**config.mk**
```make
export PLATFORM = sky130hd
export DESIGN_NAME = bsio_top
export DESIGN_NICKNAME = d
export VERILOG_FILES = /design/src/inc/bsio_pkg.sv /design/src/hdl/bsio_port.sv /design/src/hdl/bsio_top.sv /design/src/hdl/bsio_xbus.sv
export SDC_FILE = /design/constraint.sdc
export NUM_CORES = 1
export LEC_CHECK = 0
export BUFFER_PORTS_ARGS = -buffer_cell sky130_fd_sc_hd__buf_2
export CAP_MARGIN = 20
export CORE_AREA = 5 5 216 155
export DETAILED_ROUTE_END_ITERATION = 7
export DIE_AREA = 0 0 221 160
export SLEW_MARGIN = 20
export SYNTH_ARGS = -nofsm -noshare
export SYNTH_HDL_FRONTEND = slang
export SYNTH_SLANG_ARGS = --single-unit
```
**constraint.sdc**
```tcl
create_clock -name mclk -period 11.2 [get_ports mclk]
set_input_delay 1.68 -clock mclk [delete_from_list [all_inputs] [get_ports mclk]]
set_output_delay 1.68 -clock mclk [all_outputs]
set_load 0.05 [all_outputs]
```
**src/inc/bsio_pkg.sv**
```systemverilog
`default_nettype none
package bsio_pkg;

  // register indices; byte address is four times the index
  localparam logic [7:0] IDX_LOW_DIR  = 8'h10;
  localparam logic [7:0] IDX_LOW_DAT  = 8'h11;
  localparam logic [7:0] IDX_HIGH_DIR = 8'h12;
  localparam logic [7:0] IDX_HIGH_DAT = 8'h13;
  localparam logic [7:0] IDX_CTL_DIR  = 8'h14;
  localparam logic [7:0] IDX_CTL_DAT  = 8'h15;
  localparam logic [7:0] IDX_AN_DIR   = 8'h16;
  localparam logic [7:0] IDX_AN_DAT   = 8'h17;
  localparam logic [7:0] IDX_AN_CFG   = 8'h18;
  localparam logic [7:0] IDX_STATUS   = 8'h19;

  function automatic logic [7:0] reg_addr(input logic [7:0] idx);
    return {idx[5:0], 2'b00};
  endfunction

  localparam logic [7:0] A_LOW_DIR  = reg_addr(IDX_LOW_DIR);
  localparam logic [7:0] A_LOW_DAT  = reg_addr(IDX_LOW_DAT);
  localparam logic [7:0] A_HIGH_DIR = reg_addr(IDX_HIGH_DIR);
  localparam logic [7:0] A_HIGH_DAT = reg_addr(IDX_HIGH_DAT);
  localparam logic [7:0] A_CTL_DIR  = reg_addr(IDX_CTL_DIR);
  localparam logic [7:0] A_CTL_DAT  = reg_addr(IDX_CTL_DAT);
  localparam logic [7:0] A_AN_DIR   = reg_addr(IDX_AN_DIR);
  localparam logic [7:0] A_AN_DAT   = reg_addr(IDX_AN_DAT);
  localparam logic [7:0] A_AN_CFG   = reg_addr(IDX_AN_CFG);
  localparam logic [7:0] A_STATUS   = reg_addr(IDX_STATUS);

  // reset values
  localparam logic [7:0] DIR8_RST  = 8'hff;
  localparam logic [3:0] DIR4_RST  = 4'hf;
  localparam logic [7:0] DAT8_RST  = 8'h00;
  localparam logic [3:0] DAT4_RST  = 4'h0;
  localparam logic       ANL_RST   = 1'b1;
  localparam logic [1:0] MODE_RST  = 2'h2;

  // field positions
  localparam int unsigned CTL_ALE_BIT = 0;
  localparam int unsigned CTL_OE_BIT  = 1;
  localparam int unsigned CTL_WR_BIT  = 2;
  localparam int unsigned CTL_CAP_BIT = 3;
  localparam int unsigned ST_BUS_BIT  = 2;

  // operating modes; the two with mode[1] low use the system bus
  localparam logic [1:0] MODE_MICROPROC = 2'h0;
  localparam logic [1:0] MODE_EXT_MC    = 2'h1;

  function automatic logic is_bus_mode(input logic [1:0] m);
    return (m == MODE_MICROPROC) || (m == MODE_EXT_MC);
  endfunction

  // bus sequencer phase lengths in mclk cycles; the data phase
  // covers pin register, far side and the two-stage input sync
  localparam logic [2:0] SEQ_ALE_CYC  = 3'd1;
  localparam logic [2:0] SEQ_DATA_CYC = 3'd4;

  typedef enum logic [1:0] {
    SQ_IDLE = 2'b00,
    SQ_ADDR = 2'b01,
    SQ_DATA = 2'b11,
    SQ_DONE = 2'b10
  } bsio_seq_t;

  typedef struct packed {
    logic        valid;
    logic        we;
    logic [15:0] addr;
    logic [15:0] wdata;
  } bsio_xreq_t;

  typedef struct packed {
    logic        done;
    logic [15:0] rdata;
  } bsio_xrsp_t;

endpackage
`default_nettype wire
```
**src/hdl/bsio_port.sv**
```systemverilog
`default_nettype none
module bsio_port
  import bsio_pkg::*;
#(
  parameter int unsigned W = 8
) (
  // clock and reset
  input  wire logic         mclk,
  input  wire logic         reset,
  // register state
  input  wire logic [W-1:0] dir,
  input  wire logic [W-1:0] latch,
  // bus override and analog hold-off
  input  wire logic [W-1:0] own,
  input  wire logic [W-1:0] ovr_out,
  input  wire logic [W-1:0] ovr_oe_n,
  input  wire logic [W-1:0] force_in,
  // pins
  input  wire logic [W-1:0] pin_in,
  output logic      [W-1:0] pin_out,
  output logic      [W-1:0] pin_oe_n,
  output logic      [W-1:0] pin_sync
);

  logic [W-1:0] meta_q;

  always_ff @(posedge mclk or posedge reset) begin
    if (reset) begin
      meta_q   <= '0;
      pin_sync <= '0;
    end else begin
      meta_q   <= pin_in;
      pin_sync <= meta_q;
    end
  end

  // one bit of dir high releases the pin; owner overrides both
  always_ff @(posedge mclk or posedge reset) begin
    if (reset) begin
      pin_out  <= '0;
      pin_oe_n <= '1;
    end else begin
      pin_out  <= (own & ovr_out) | (~own & latch);
      pin_oe_n <= force_in | (own & ovr_oe_n) | (~own & dir);
    end
  end

endmodule
`default_nettype wire

```
**src/hdl/bsio_top.sv**
```systemverilog
`default_nettype none
module bsio_top
  import bsio_pkg::*;
(
  // clock and reset
  input  wire logic        mclk,
  input  wire logic        reset,
  // apb slave
  input  wire logic        psel,
  input  wire logic        penable,
  input  wire logic        pwrite,
  input  wire logic [7:0]  paddr,
  input  wire logic [31:0] pwdata,
  output logic      [31:0] prdata,
  output logic             pready,
  output logic             pslverr,
  // operating mode strap
  input  wire logic [1:0]  cfg_mode,
  // core access to the multiplexed bus
  input  wire bsio_xreq_t  xbus_req,
  output bsio_xrsp_t       xbus_rsp,
  // low byte pins
  input  wire logic [7:0]  low_pin_in,
  output logic      [7:0]  low_pin_out,
  output logic      [7:0]  low_pin_oe_n,
  // high byte pins
  input  wire logic [7:0]  high_pin_in,
  output logic      [7:0]  high_pin_out,
  output logic      [7:0]  high_pin_oe_n,
  // bus control pins
  input  wire logic [3:0]  ctl_pin_in,
  output logic      [3:0]  ctl_pin_out,
  output logic      [3:0]  ctl_pin_oe_n,
  // analog-shared pins
  input  wire logic [7:0]  an_pin_in,
  output logic      [7:0]  an_pin_out,
  output logic      [7:0]  an_pin_oe_n,
  // peripheral side
  output logic             fourth_capture_input,
  output logic             analog_mode
);

  logic [7:0]  low_dir_q;
  logic [7:0]  low_dat_q;
  logic [7:0]  high_dir_q;
  logic [7:0]  high_dat_q;
  logic [3:0]  ctl_dir_q;
  logic [3:0]  ctl_dat_q;
  logic [7:0]  an_dir_q;
  logic [7:0]  an_dat_q;
  logic [1:0]  mode_q;
  logic        mode_ok_q;
  logic        bus_own_q;
  logic [7:0]  low_sync;
  logic [7:0]  high_sync;
  logic [3:0]  ctl_sync;
  logic [7:0]  an_sync;
  logic [15:0] ad_out;
  logic [15:0] ad_oe_n;
  logic        seq_ale;
  logic        seq_oe_n;
  logic        seq_wr_n;
  logic        acc_first;
  logic        wr_go;
  logic        hit;
  logic [31:0] rd_d;

  // strap is caught once, on the first edge after reset release
  always_ff @(posedge mclk or posedge reset) begin
    if (reset) begin
      mode_q    <= MODE_RST;
      mode_ok_q <= 1'b0;
    end else if (!mode_ok_q) begin
      mode_q    <= cfg_mode;
      mode_ok_q <= 1'b1;
    end
  end

  always_ff @(posedge mclk or posedge reset) begin
    if (reset) bus_own_q <= 1'b0;
    else bus_own_q <= mode_ok_q && is_bus_mode(mode_q);
  end

  // apb: one wait state, answer on the second access cycle
  assign acc_first = psel && penable && !pready;
  assign wr_go     = psel && penable && pready && pwrite;

  always_comb begin
    hit = 1'b1;
    unique case (paddr)
      A_LOW_DIR, A_LOW_DAT, A_HIGH_DIR, A_HIGH_DAT, A_CTL_DIR,
      A_CTL_DAT, A_AN_DIR, A_AN_DAT, A_AN_CFG, A_STATUS: hit = 1'b1;
      default: hit = 1'b0;
    endcase
  end

  always_ff @(posedge mclk or posedge reset) begin
    if (reset) begin
      pready  <= 1'b0;
      pslverr <= 1'b0;
      prdata  <= '0;
    end else begin
      pready  <= acc_first;
      pslverr <= acc_first && !hit;
      prdata  <= acc_first ? rd_d : 32'h0000_0000;
    end
  end

  // data reads show pins, not latches; the analog data register reads zero in analog mode
  always_comb begin
    rd_d = '0;
    unique case (paddr)
      A_LOW_DIR:  rd_d[7:0] = low_dir_q;
      A_LOW_DAT:  rd_d[7:0] = low_sync;
      A_HIGH_DIR: rd_d[7:0] = high_dir_q;
      A_HIGH_DAT: rd_d[7:0] = high_sync;
      A_CTL_DIR:  rd_d[3:0] = ctl_dir_q;
      A_CTL_DAT:  rd_d[3:0] = ctl_sync;
      A_AN_DIR:   rd_d[7:0] = an_dir_q;
      A_AN_DAT:   rd_d[7:0] = analog_mode ? 8'h00 : an_sync;
      A_AN_CFG:   rd_d[0]   = analog_mode;
      A_STATUS:   rd_d[ST_BUS_BIT:0] = {bus_own_q, mode_q};
      default:    rd_d = '0;
    endcase
  end

  always_ff @(posedge mclk or posedge reset) begin
    if (reset) begin
      low_dir_q  <= DIR8_RST;
      high_dir_q <= DIR8_RST;
      ctl_dir_q  <= DIR4_RST;
      an_dir_q   <= DIR8_RST;
    end else if (wr_go) begin
      unique case (paddr)
        A_LOW_DIR:  low_dir_q  <= pwdata[7:0];
        A_HIGH_DIR: high_dir_q <= pwdata[7:0];
        A_CTL_DIR:  ctl_dir_q  <= pwdata[3:0];
        A_AN_DIR:   an_dir_q   <= pwdata[7:0];
        default: ;
      endcase
    end
  end

  // latch writes never touch the pins directly
  always_ff @(posedge mclk or posedge reset) begin
    if (reset) begin
      low_dat_q  <= DAT8_RST;
      high_dat_q <= DAT8_RST;
      ctl_dat_q  <= DAT4_RST;
      an_dat_q   <= DAT8_RST;
    end else if (wr_go) begin
      unique case (paddr)
        A_LOW_DAT:  low_dat_q  <= pwdata[7:0];
        A_HIGH_DAT: high_dat_q <= pwdata[7:0];
        A_CTL_DAT:  ctl_dat_q  <= pwdata[3:0];
        A_AN_DAT:   an_dat_q   <= pwdata[7:0];
        default: ;
      endcase
    end
  end

  always_ff @(posedge mclk or posedge reset) begin
    if (reset) analog_mode <= ANL_RST;
    else if (wr_go && paddr == A_AN_CFG) analog_mode <= pwdata[0];
  end

  always_ff @(posedge mclk or posedge reset) begin
    if (reset) fourth_capture_input <= 1'b0;
    else fourth_capture_input <= ctl_sync[CTL_CAP_BIT];
  end

  bsio_xbus u_xbus (
    .mclk    (mclk),
    .reset   (reset),
    .en      (bus_own_q),
    .req     (xbus_req),
    .rsp     (xbus_rsp),
    .ad_in   ({high_sync, low_sync}),
    .ad_out  (ad_out),
    .ad_oe_n (ad_oe_n),
    .ale     (seq_ale),
    .oe_n    (seq_oe_n),
    .wr_n    (seq_wr_n)
  );

  // bus ownership overrides direction and latch per pin
  bsio_port #(.W(8)) u_low (
    .mclk     (mclk),
    .reset    (reset),
    .dir      (low_dir_q),
    .latch    (low_dat_q),
    .own      ({8{bus_own_q}}),
    .ovr_out  (ad_out[7:0]),
    .ovr_oe_n (ad_oe_n[7:0]),
    .force_in (8'h00),
    .pin_in   (low_pin_in),
    .pin_out  (low_pin_out),
    .pin_oe_n (low_pin_oe_n),
    .pin_sync (low_sync)
  );

  bsio_port #(.W(8)) u_high (
    .mclk     (mclk),
    .reset    (reset),
    .dir      (high_dir_q),
    .latch    (high_dat_q),
    .own      ({8{bus_own_q}}),
    .ovr_out  (ad_out[15:8]),
    .ovr_oe_n (ad_oe_n[15:8]),
    .force_in (8'h00),
    .pin_in   (high_pin_in),
    .pin_out  (high_pin_out),
    .pin_oe_n (high_pin_oe_n),
    .pin_sync (high_sync)
  );

  // bit 3 is never owned by the bus
  bsio_port #(.W(4)) u_ctl (
    .mclk     (mclk),
    .reset    (reset),
    .dir      (ctl_dir_q),
    .latch    (ctl_dat_q),
    .own      ({1'b0, {3{bus_own_q}}}),
    .ovr_out  ({1'b0, seq_wr_n, seq_oe_n, seq_ale}),
    .ovr_oe_n (4'h8),
    .force_in (4'h0),
    .pin_in   (ctl_pin_in),
    .pin_out  (ctl_pin_out),
    .pin_oe_n (ctl_pin_oe_n),
    .pin_sync (ctl_sync)
  );

  // analog mode keeps all eight drivers off for the converter
  bsio_port #(.W(8)) u_an (
    .mclk     (mclk),
    .reset    (reset),
    .dir      (an_dir_q),
    .latch    (an_dat_q),
    .own      (8'h00),
    .ovr_out  (8'h00),
    .ovr_oe_n (8'hff),
    .force_in ({8{analog_mode}}),
    .pin_in   (an_pin_in),
    .pin_out  (an_pin_out),
    .pin_oe_n (an_pin_oe_n),
    .pin_sync (an_sync)
  );
endmodule
`default_nettype wire

```
**src/hdl/bsio_xbus.sv**
```systemverilog
`default_nettype none
module bsio_xbus
  import bsio_pkg::*;
(
  // clock and reset
  input  wire logic        mclk,
  input  wire logic        reset,
  // control
  input  wire logic        en,
  input  wire bsio_xreq_t  req,
  output bsio_xrsp_t       rsp,
  // address/data lines
  input  wire logic [15:0] ad_in,
  output logic      [15:0] ad_out,
  output logic      [15:0] ad_oe_n,
  // strobes
  output logic             ale,
  output logic             oe_n,
  output logic             wr_n
);

  bsio_seq_t  st_q;
  logic [2:0] cnt_q;
  logic       we_q;
  logic [15:0] wd_q;

  always_ff @(posedge mclk or posedge reset) begin
    if (reset) begin
      st_q  <= SQ_IDLE;
      cnt_q <= '0;
    end else begin
      unique case (st_q)
        SQ_IDLE: if (en && req.valid) begin
          st_q  <= SQ_ADDR;
          cnt_q <= '0;
        end
        SQ_ADDR: if (cnt_q == SEQ_ALE_CYC - 3'd1) begin
          st_q  <= SQ_DATA;
          cnt_q <= '0;
        end else begin
          cnt_q <= cnt_q + 3'd1;
        end
        SQ_DATA: if (cnt_q == SEQ_DATA_CYC - 3'd1) begin
          st_q <= SQ_DONE;
        end else begin
          cnt_q <= cnt_q + 3'd1;
        end
        SQ_DONE: st_q <= SQ_IDLE;
      endcase
    end
  end

  // strobe and line drive for each phase
  always_ff @(posedge mclk or posedge reset) begin
    if (reset) begin
      ad_out  <= '0;
      ad_oe_n <= '1;
      ale     <= 1'b0;
      oe_n    <= 1'b1;
      wr_n    <= 1'b1;
      we_q    <= 1'b0;
      wd_q    <= '0;
      rsp     <= '0;
    end else begin
      rsp.done <= 1'b0;
      unique case (st_q)
        SQ_IDLE: if (en && req.valid) begin
          we_q    <= req.we;
          wd_q    <= req.wdata;
          ad_out  <= req.addr;
          ad_oe_n <= '0;
          ale     <= 1'b1;
        end
        SQ_ADDR: if (cnt_q == SEQ_ALE_CYC - 3'd1) begin
          ale <= 1'b0;
          if (we_q) begin
            ad_out <= wd_q;
            wr_n   <= 1'b0;
          end else begin
            ad_oe_n <= '1;
            oe_n    <= 1'b0;
          end
        end
        SQ_DATA: if (cnt_q == SEQ_DATA_CYC - 3'd1) begin
          if (!we_q) rsp.rdata <= ad_in;
          oe_n     <= 1'b1;
          wr_n     <= 1'b1;
          ad_oe_n  <= '1;
          rsp.done <= 1'b1;
        end
        SQ_DONE: ;
      endcase
    end
  end
endmodule
`default_nettype wire

```
Word level (Yosys, flattened, before mapping)
Cells that the tools add are included.
- register bits after elaboration: 258
- bits in latches: 0
- memory bits (writable): 0
- bits in read-only memories: 0
- input bits: 109
- output and inout bits: 109
- word-level logic and storage cells: 157
- memories kept: 0
- $add $sub $neg: 1
- multipliers: 0
- div/mod/pow operators: 0
- $lt $le $gt $ge: 0
- equal/unequal tests: 21
- shift-type cells: 0
- multiplexer cells: 37
- bitwise gates (word level): 20
- reductions and logical operators: 35
- operators by type and width (kind ; number):
    $mux 16 ; 8
    $eq 8x7->1 const B ; 10
    $and 8x8->8 ; 8
    $pmux 16 s3 ; 1
    $or 8x8->8 ; 5
    $mux 17 ; 2
    $pmux 16 s2 ; 1
    $pmux 4 s6 ; 1
    $pmux 2 s9 ; 1
    $reduce_and 2->1 ; 9
    $mux 8 ; 2
    $reduce_and 3->1 ; 4
    $reduce_and 4->1 ; 3
    $pmux 1 s10 ; 1
    $reduce_or 10->1 ; 1
    $mux 3 ; 3
    $pmux 3 s3 ; 1
    $and 4x4->4 ; 2
    $logic_and 1x1->1 ; 8
    $mux 1 ; 8
    $ne 2x1->1 const B ; 4
    $not 8->8 ; 1
    $pmux 1 s8 ; 1
    $pmux 2 s4 ; 1
    other kinds (18) ; 28

Longest topological paths before layout
Gate-level depths: netlist (run 1).
- word-level depth: 5
- mapped depth: 8
- gate-level depth less buffers: 7

Hierarchy
Synthesis (run 1) repeated with hierarchy kept, for this count alone.
- cells, all modules: 705
- area total of the unflattened synthesis: 9939.5 um^2
- modules (own cells, without submodules) (module ; times used ; cells each ; area an instance (um^2) ; sequential area each (um^2)):
    bsio_top ; 1 ; 264 ; 3583.4 ; 1839.3
    bsio_port at u_an ... ; 3 ; 57 ; 1024.7 ; 810.8
    bsio_xbus ; 1 ; 241 ; 2767.7 ; 1480.2
    bsio_port at u_ctl ; 1 ; 29 ; 514.2 ; 405.4

Worst setup path after synthesis (run 1)
Ideal clock, no wire load.
- path kind: input to register
- from: input port paddr[5]
- to: register high_dat_q[0]
- setup time: 125 ps
- arrival time: 2838 ps
- required time: 11075 ps
- slack: 8238 ps
- stages on the path: 6
- path buffers: 1
- cell sequence: nor3b_4 and2b_1 buf_4 nand2_2 nor2_4 mux2_2
- word-level cells in the longest chain between the ends: 2
- RTL lines (element ; line ; source):
    start, declared ; bsio_top.sv:12 ; input wire logic [7:0] paddr,
    $eq 8x7->1 ; bsio_top.sv:152 ; unique case (paddr)
    $reduce_and 2->1 (no line) ; -- ;
    end signal, assigned ; bsio_top.sv:154 ; A_HIGH_DAT: high_dat_q <= pwdata[7:0];
    end, declared ; bsio_top.sv:46 ; logic [7:0] high_dat_q;
No other way between the ends.
A chain may end at the register's enable or synchronous reset.

==> metrics.txt, run 1 <==
Final #Nets 929; Post-CTS Setup Inserts 0; Tot GR Track Use 0.131; Worst Slack Setup Final 7710 ps; Placed Cells 1209; xor/xnor share of the synthesized area 0; final hold vios 0; clock-pin slew on the worst setup and hold paths 60 ps; fin area 11300 um2; DIE WIDTH 221 um; Net Switching 816 uW; Final Power 2.54 mW; outcome complete, no violations; Worst EP required 11730 ps; predominant post-synthesis flop cell dfrtp_1; Pint 1.73 mW; Yosys warnings 0; register area share after synthesis 0.667; pwr/cell area 225 nW/um2; first-pass GRT wire length 36300 um; Synth Register Bits 243; area leader, netlist dfrtp_1; Resized Gates After CTS 0; Synth top area share 0.493; final period utilization 0.312; Worst Setup Start Kind input pin; Clock power frac 0.346; Hold Crit Class flip-flop to flip-flop; Finished Layout Cells 1257; Fin Hold WS 339 ps; initial drt markers 232; detailed placement HPWL 16600 um; Final TNS setup 0 ps; Syn Std Cell Area 9230 um2; Die ar. 35400 um2; setup violators final 0; Post-synth EDFFs 0; multiplexer area fraction after synthesis 0.170; met3 Usage GRT 0.0363; Num CTS Buffers 26; CTS Hold Bufs 0; CP max FO 97; total gr overflow 0; count of input and output buffers 169; Pre-Repair DR Iteration Count 4; Max VDD drop 0.000187 V; synth top area cells dfrtp_1, dfstp_2, mux2_2; RSZ-0062 raised after global routing false; maximum clock path buffer count 3; WL final 23500 um; Initial Utilization 0.298; Worst Tran Pin Value 948 ps; worst skew pair latency 540 ps; Unique masters post-synth 48; largest net degree at the start of global routing 98; busiest grt layer met1; Post-Synth Simple-Gate Area 0.0648; # Max-Cap Violations 0; routed vias/inst 4.38; # DRC 0; final slew viol count 0; sw frac 0.321; crit end category async pin; WS Path Type input pin to async pin; Worst EP arrival 4020 ps; vias 5511; Rel. slew slack 0.368; Clock Sinks 243; Leak 5.40 nW; Placed Area 10400 um2; Syn Inst Count 640; Core Util, Final 0.366; clk root buf clkbuf_16; ANT nets after route 0; core area 30900 um2; CTS tree yes; RePlAce Congestion 0.773; share of layout cells above drive strength 1 0.504; largest family of logic cells by synthesized area multiplexers; Layout area overhead 22.8%; Logic pwr share 0.222; Clock Skew 16.6 ps; met1 GRT Util 0.195; Die Ht 160 um; area fraction in compound gates after synthesis 0.0519; vias in the first global route 5986; Avg Cell Area, Syn 14.4 um2; fmax 287 MHz; Tmin final 3490 ps; initial antenna violation count 2; # H-tree levels 1; Post-synth ARST share 1.00; routed length per instance 18.7 um; Adder-Cell Fraction of Synth Area 0.00407; power share of the sequential group 0.432; Setup WS pre-CTS 6950 ps; met2 GRT Util 0.191; # diodes 0; Top-Level Pins 218; Row Count 54; # fillers 3095
## cell usage after synthesis (all sizes together), types with 2 or more instances
cell / number
a21oi: 23
a22o: 5
a22oi: 6
a31oi: 5
a32oi: 2
and2: 4
and3: 4
buf: 39
clkbuf: 7
conb: 2
dfrtp: 182
dfstp: 61
ha: 3
inv: 24
mux2: 115
mux2i: 21
mux4: 3
nand2: 18
nand2b: 4
nand3: 12
nand3b: 4
nor2: 32
nor2b: 9
nor3: 3
o21ai: 28
o22ai: 3
or2: 8
## final cells by class
cell class              instances  area [um2]  area share
multi-input cells             350        2790       0.246
inverters                      24        97.6     0.00861
clock inverters                 9        77.6     0.00685
flip-flops and latches        243        6160       0.543
well taps                     420         526      0.0464
clock buffers                  39         813      0.0718
repair buffers                172         868      0.0766
## power by group through the flow
stage	Clock [mW]	Combinational (mW)	Sequential, mW
global placement	0	0.570	1.11
global route	0.952	0.616	1.12
floorplan	0	0.267	1.27
finish	0.879	0.565	1.10
detailed placement	0	0.575	1.11
CTS	0.912	0.577	1.10
## layer usage
metal | part of all wire | routed length [um] | up-vias
met4 | 0.020 | 464 | 0
met2 | 0.43 | 10100 | 161
met1 | 0.49 | 11600 | 2791
met5 | 0 | 0 | -
li1 | - | - | 2526
met3 | 0.060 | 1410 | 33
## worst paths after layout
check / startpoint / end / slack (ps) / cells after the start
worst min register to register: u_low.meta_q[0]$_DFF_PP0_ / u_low.pin_sync[0]$_DFF_PP0_ / 340 / 0
worst max-delay path: reset / prdata[4]$_DFF_PP0_ / 7710 / 4
max in group mclk: analog_mode$_DFFE_PP1P_ / analog_mode / 7980 / 1
min in group asynchronous: reset / u_xbus.wd_q[7]$_DFFE_PP0P_ / 1200 / 2
worst max register to register: bus_own_q$_DFF_PP0_ / u_xbus.ad_out[11]$_DFFE_PP0P_ / 8700 / 6
worst min-delay path: u_low.meta_q[0]$_DFF_PP0_ / u_low.pin_sync[0]$_DFF_PP0_ / 340 / 0
## layout by cell type, fill, tap and decap left out, types with 4 or more instances in the layout
cell       netlist  routed
nor2_1          24      24
clkbuf_16        0      29
or2_2            8       8
nand2_1         15      15
conb_1           2      25
buf_2            8     169
clkbuf_1         7       5
mux2i_1         21      21
and3_1           4       4
clkinv_2         0       5
a22oi_1          6       6
dfrtp_1        182     182
mux2_2         115     115
a31oi_1          5       5
dfstp_2         61      61
inv_1           24      23
a22o_1           5       5
a21oi_1         23      23
nor2b_1          9       9
nand3_1         10      10
clkbuf_8         0       5
nand3b_1         4       4
nor2_4           4       5
o21ai_0         28      28
## flip-flops by register name, summed over array words and instances (netlist names), 8 cells and up
register         cells
an_dir_q             8
low_dat_q            8
prdata               8
u_an.pin_oe_n        8
high_dat_q           8
u_low.pin_oe_n       8
u_low.pin_out        8
u_low.pin_sync       8
u_high.pin_oe_n      8
high_dir_q           8
u_xbus.ad_out       16
low_dir_q            8
u_high.pin_sync      8
u_high.meta_q        8
u_low.meta_q         8
u_xbus.wd_q         16
u_high.pin_out       8
u_an.pin_out         8
an_dat_q             8
u_xbus.rsp          17
u_an.pin_sync        8
u_an.meta_q          8
## kinds of logic after synthesis
family	count (synthesis)
flops	243
compound gates	80
simple gates	103
buf+inv	70
fa+ha+maj	3
other cells	2
mux	139
## worst max-delay path: stages
cell	delay, ps
buf_2	130
inv_8	410
buf_4	830
buf_4	840
Power figures use the tool's default switching activity.
==> run 2, diff against run 1 <==
ABC_AREA = 1   (was default)
CORE_AREA = 5 5 215 155   (was 5 5 216 155)
DIE_AREA = 0 0 220 160   (was 0 0 221 160)
clock period = 3.6 ns   (was 11.2 ns; I/O delays follow)
==> run 2 against run 1 <==
Clock-buffer cell count shrank 4. Design area shrank 0.62%. Cell count grew 18%. Worst setup slack lost 6300 ps. Sequential power grew to 3.0 times the previous value. First-iteration DRC count grew 110%. Highest routed layer is now met5.
==> metrics.txt, run 2 <==
outcome complete, no violations; worst skew pair latency 520 ps; final hold vios 0; crit end category flip-flop; worst-path cell chain ha_1 -> ha_1 -> inv_1 -> nor2_4 -> nand2_1 -> buf_4 -> mux2_1; synth top area cells dfrtp_1, dfstp_2, nand2_1; Hold Crit Class input pin to flip-flop; RePlAce Congestion 0.865; Leak 5.51 nW; detailed placement HPWL 17800 um; CTS tree yes; Crit path largest cell delay 480 ps; fmax 458 MHz; initial antenna violation count 1; Unique masters post-synth 30; Pre-Repair DR Iteration Count 7; Synth top area share 0.497; Crit path top cell by count ha_1; Worst Hold Depth 1; Syn Inst Count 860; Post-synth ARST share 1.00; maximum clock path buffer count 3; largest net degree at the start of global routing 76; final period utilization 0.606; slowest cell on the critical path nand2_1; Worst EP arrival 2580 ps; Initial Utilization 0.297; Clock Skew 8.68 ps; CP max FO 11; wire length on met3 1710 um; register area share after synthesis 0.672; Top-Level Pins 218; Post-synth EDFFs 0; most common cell after layout, fill and taps aside nand2_1; Post-CTS Setup Inserts 0; delay-heaviest family, CP simple AND/OR/NAND/NOR gates; routed length per instance 16.3 um; area leader, netlist dfrtp_1; # DRC 0; share of layout cells above drive strength 1 0.315; max reg flops 17; Resized Gates After CTS 0; # diodes 0; predominant post-synthesis flop cell dfrtp_1; Synth Register Bits 243; clk root buf clkbuf_16; Worst Setup Start Kind flip-flop; total gr overflow 0; Num CTS Buffers 25; Final TNS setup 0 ps; count of input and output buffers 169; vias in the first global route 6350; clock-pin slew on the worst setup and hold paths 60 ps; Syn Std Cell Area 9160 um2; Die ar. 35200 um2; routed vias/inst 4.31; Row Count 54; Final #Nets 1152; Avg Cell Area, Syn 10.6 um2; initial drt markers 480; CTS Hold Bufs 0; # fillers 3152; met2 WL 10800 um; Die Ht 160 um; RSZ-0062 raised after global routing false; setup violators final 0; Layout area overhead 23.0%; Final Power 7.16 mW; DIE WIDTH 220 um; ANT nets after route 0; Multi-input gate area 2500 um2; R2R cell count 7; first-pass GRT wire length 37700 um; Metal-1 WL 11200 um; Worst EP required 4000 ps; vias 6372; critical path depth 7; crit path buf inv count 2; final slew viol count 0; Worst Tran Pin Value 891 ps; Rel. slew slack 0.405; commonest cells after routing, fill and taps aside nand2_1, dfrtp_1, buf_2, o21ai_0, inv_1; # H-tree levels 1; Regs by FF count u_xbus.rsp x17, u_xbus.ad_out x16, u_xbus.wd_q x16; DR top layer met5; Tot GR Track Use 0.137; Biggest register u_xbus.rsp; Clock Sinks 243; pwr/cell area 636 nW/um2; Tmin final 2180 ps; most frequent cell after synthesis nand2_1; Post-synth top cells nand2_1, dfrtp_1, o21ai_0; # Max-Cap Violations 0; Seq. cell area 6160 um2; Yosys warnings 0; WL final 24100 um; core area 30800 um2; Max VDD drop 0.000265 V; WS Path Type flip-flop to flip-flop
-- run 2: changes by cell type after synthesis, moves of 11 or more --
cell	delta
a31oi_1	+11
mux2_2	-97
nand3_1	+12
nand2_1	+215
nor2_1	+32
mux2i_1	-21
a21oi_1	-15
inv_1	+42
o21ai_0	+53
-- run 2: kinds of logic after synthesis --
family	share of synthesized area
adder cells (fa/ha/maj)	0.00410
AO/OA/AOI/OAI	0.0685
multiplexers	0.0344
AND/OR/NAND/NOR	0.155
flip-flops	0.672
other	0.000820
buffers and inverters	0.0644
-- run 2: final cells by class --
cell class	instances	area share
inverters	76	0.0259
repair buffers	180	0.0847
well taps	420	0.0467
clock buffers	35	0.0624
clock inverters	10	0.0119
flip-flops and latches	243	0.547
multi-input cells	514	0.222
-- run 2: per-layer routing --
metal	GRT usage	vias up
met2	0.203	189
met5	0	-
li1	-	3047
met4	0.0224	2
met3	0.0335	33
met1	0.207	3101
-- run 2: worst paths after layout --
path,slack (ps),startpoint,to
setup reg to reg,1420,u_xbus.cnt_q[0]$_DFFE_PP0P_,u_xbus.rsp[12]$_DFFE_PP0P_
setup / recovery,1420,u_xbus.cnt_q[0]$_DFFE_PP0P_,u_xbus.rsp[12]$_DFFE_PP0P_
hold / removal,130,low_pin_in[0],u_low.meta_q[0]$_DFF_PP0_
hold reg to reg,340,u_high.meta_q[7]$_DFF_PP0_,u_high.pin_sync[7]$_DFF_PP0_
min in group asynchronous,200,reset,u_xbus.ad_out[5]$_DFFE_PP0P_
max in group asynchronous,2490,reset,u_ctl.pin_oe_n[0]$_DFF_PP1_
-- run 2: metrics by stage --
stage | hold WS, ps | cells | util | setup WS, ps | instance area (um2)
CTS | 85.4 | 1478 | 0.366 | 1300 | 11300
detailed placement | 335 | 1433 | 0.338 | 1310 | 10400
global placement | 334 | 1433 | 0.338 | 1350 | 10400
global route | 92.0 | 1478 | 0.366 | 1260 | 11300
floorplan | 331 | 883 | - | -80.0 | 9250
finish | 126 | 1478 | 0.366 | 1420 | 11300
-- run 2: worst reg2reg max path, delay by kind of cell (launching register included) --
family                   cells  cell delay, ps
AND/OR/NAND/NOR              2             530
flip-flops                   1             410
adder cells (fa/ha/maj)      2             410
buffers and inverters        2             390
multiplexers                 1             330
-- run 2: report_power, final --
group | total (mW) | internal, mW | switching, mW
logic | 1.24 | 0.332 | 0.912
registers | 3.28 | 3.10 | 0.179
clock network | 2.64 | 1.58 | 1.06
total | 7.16 | 5.01 | 2.15
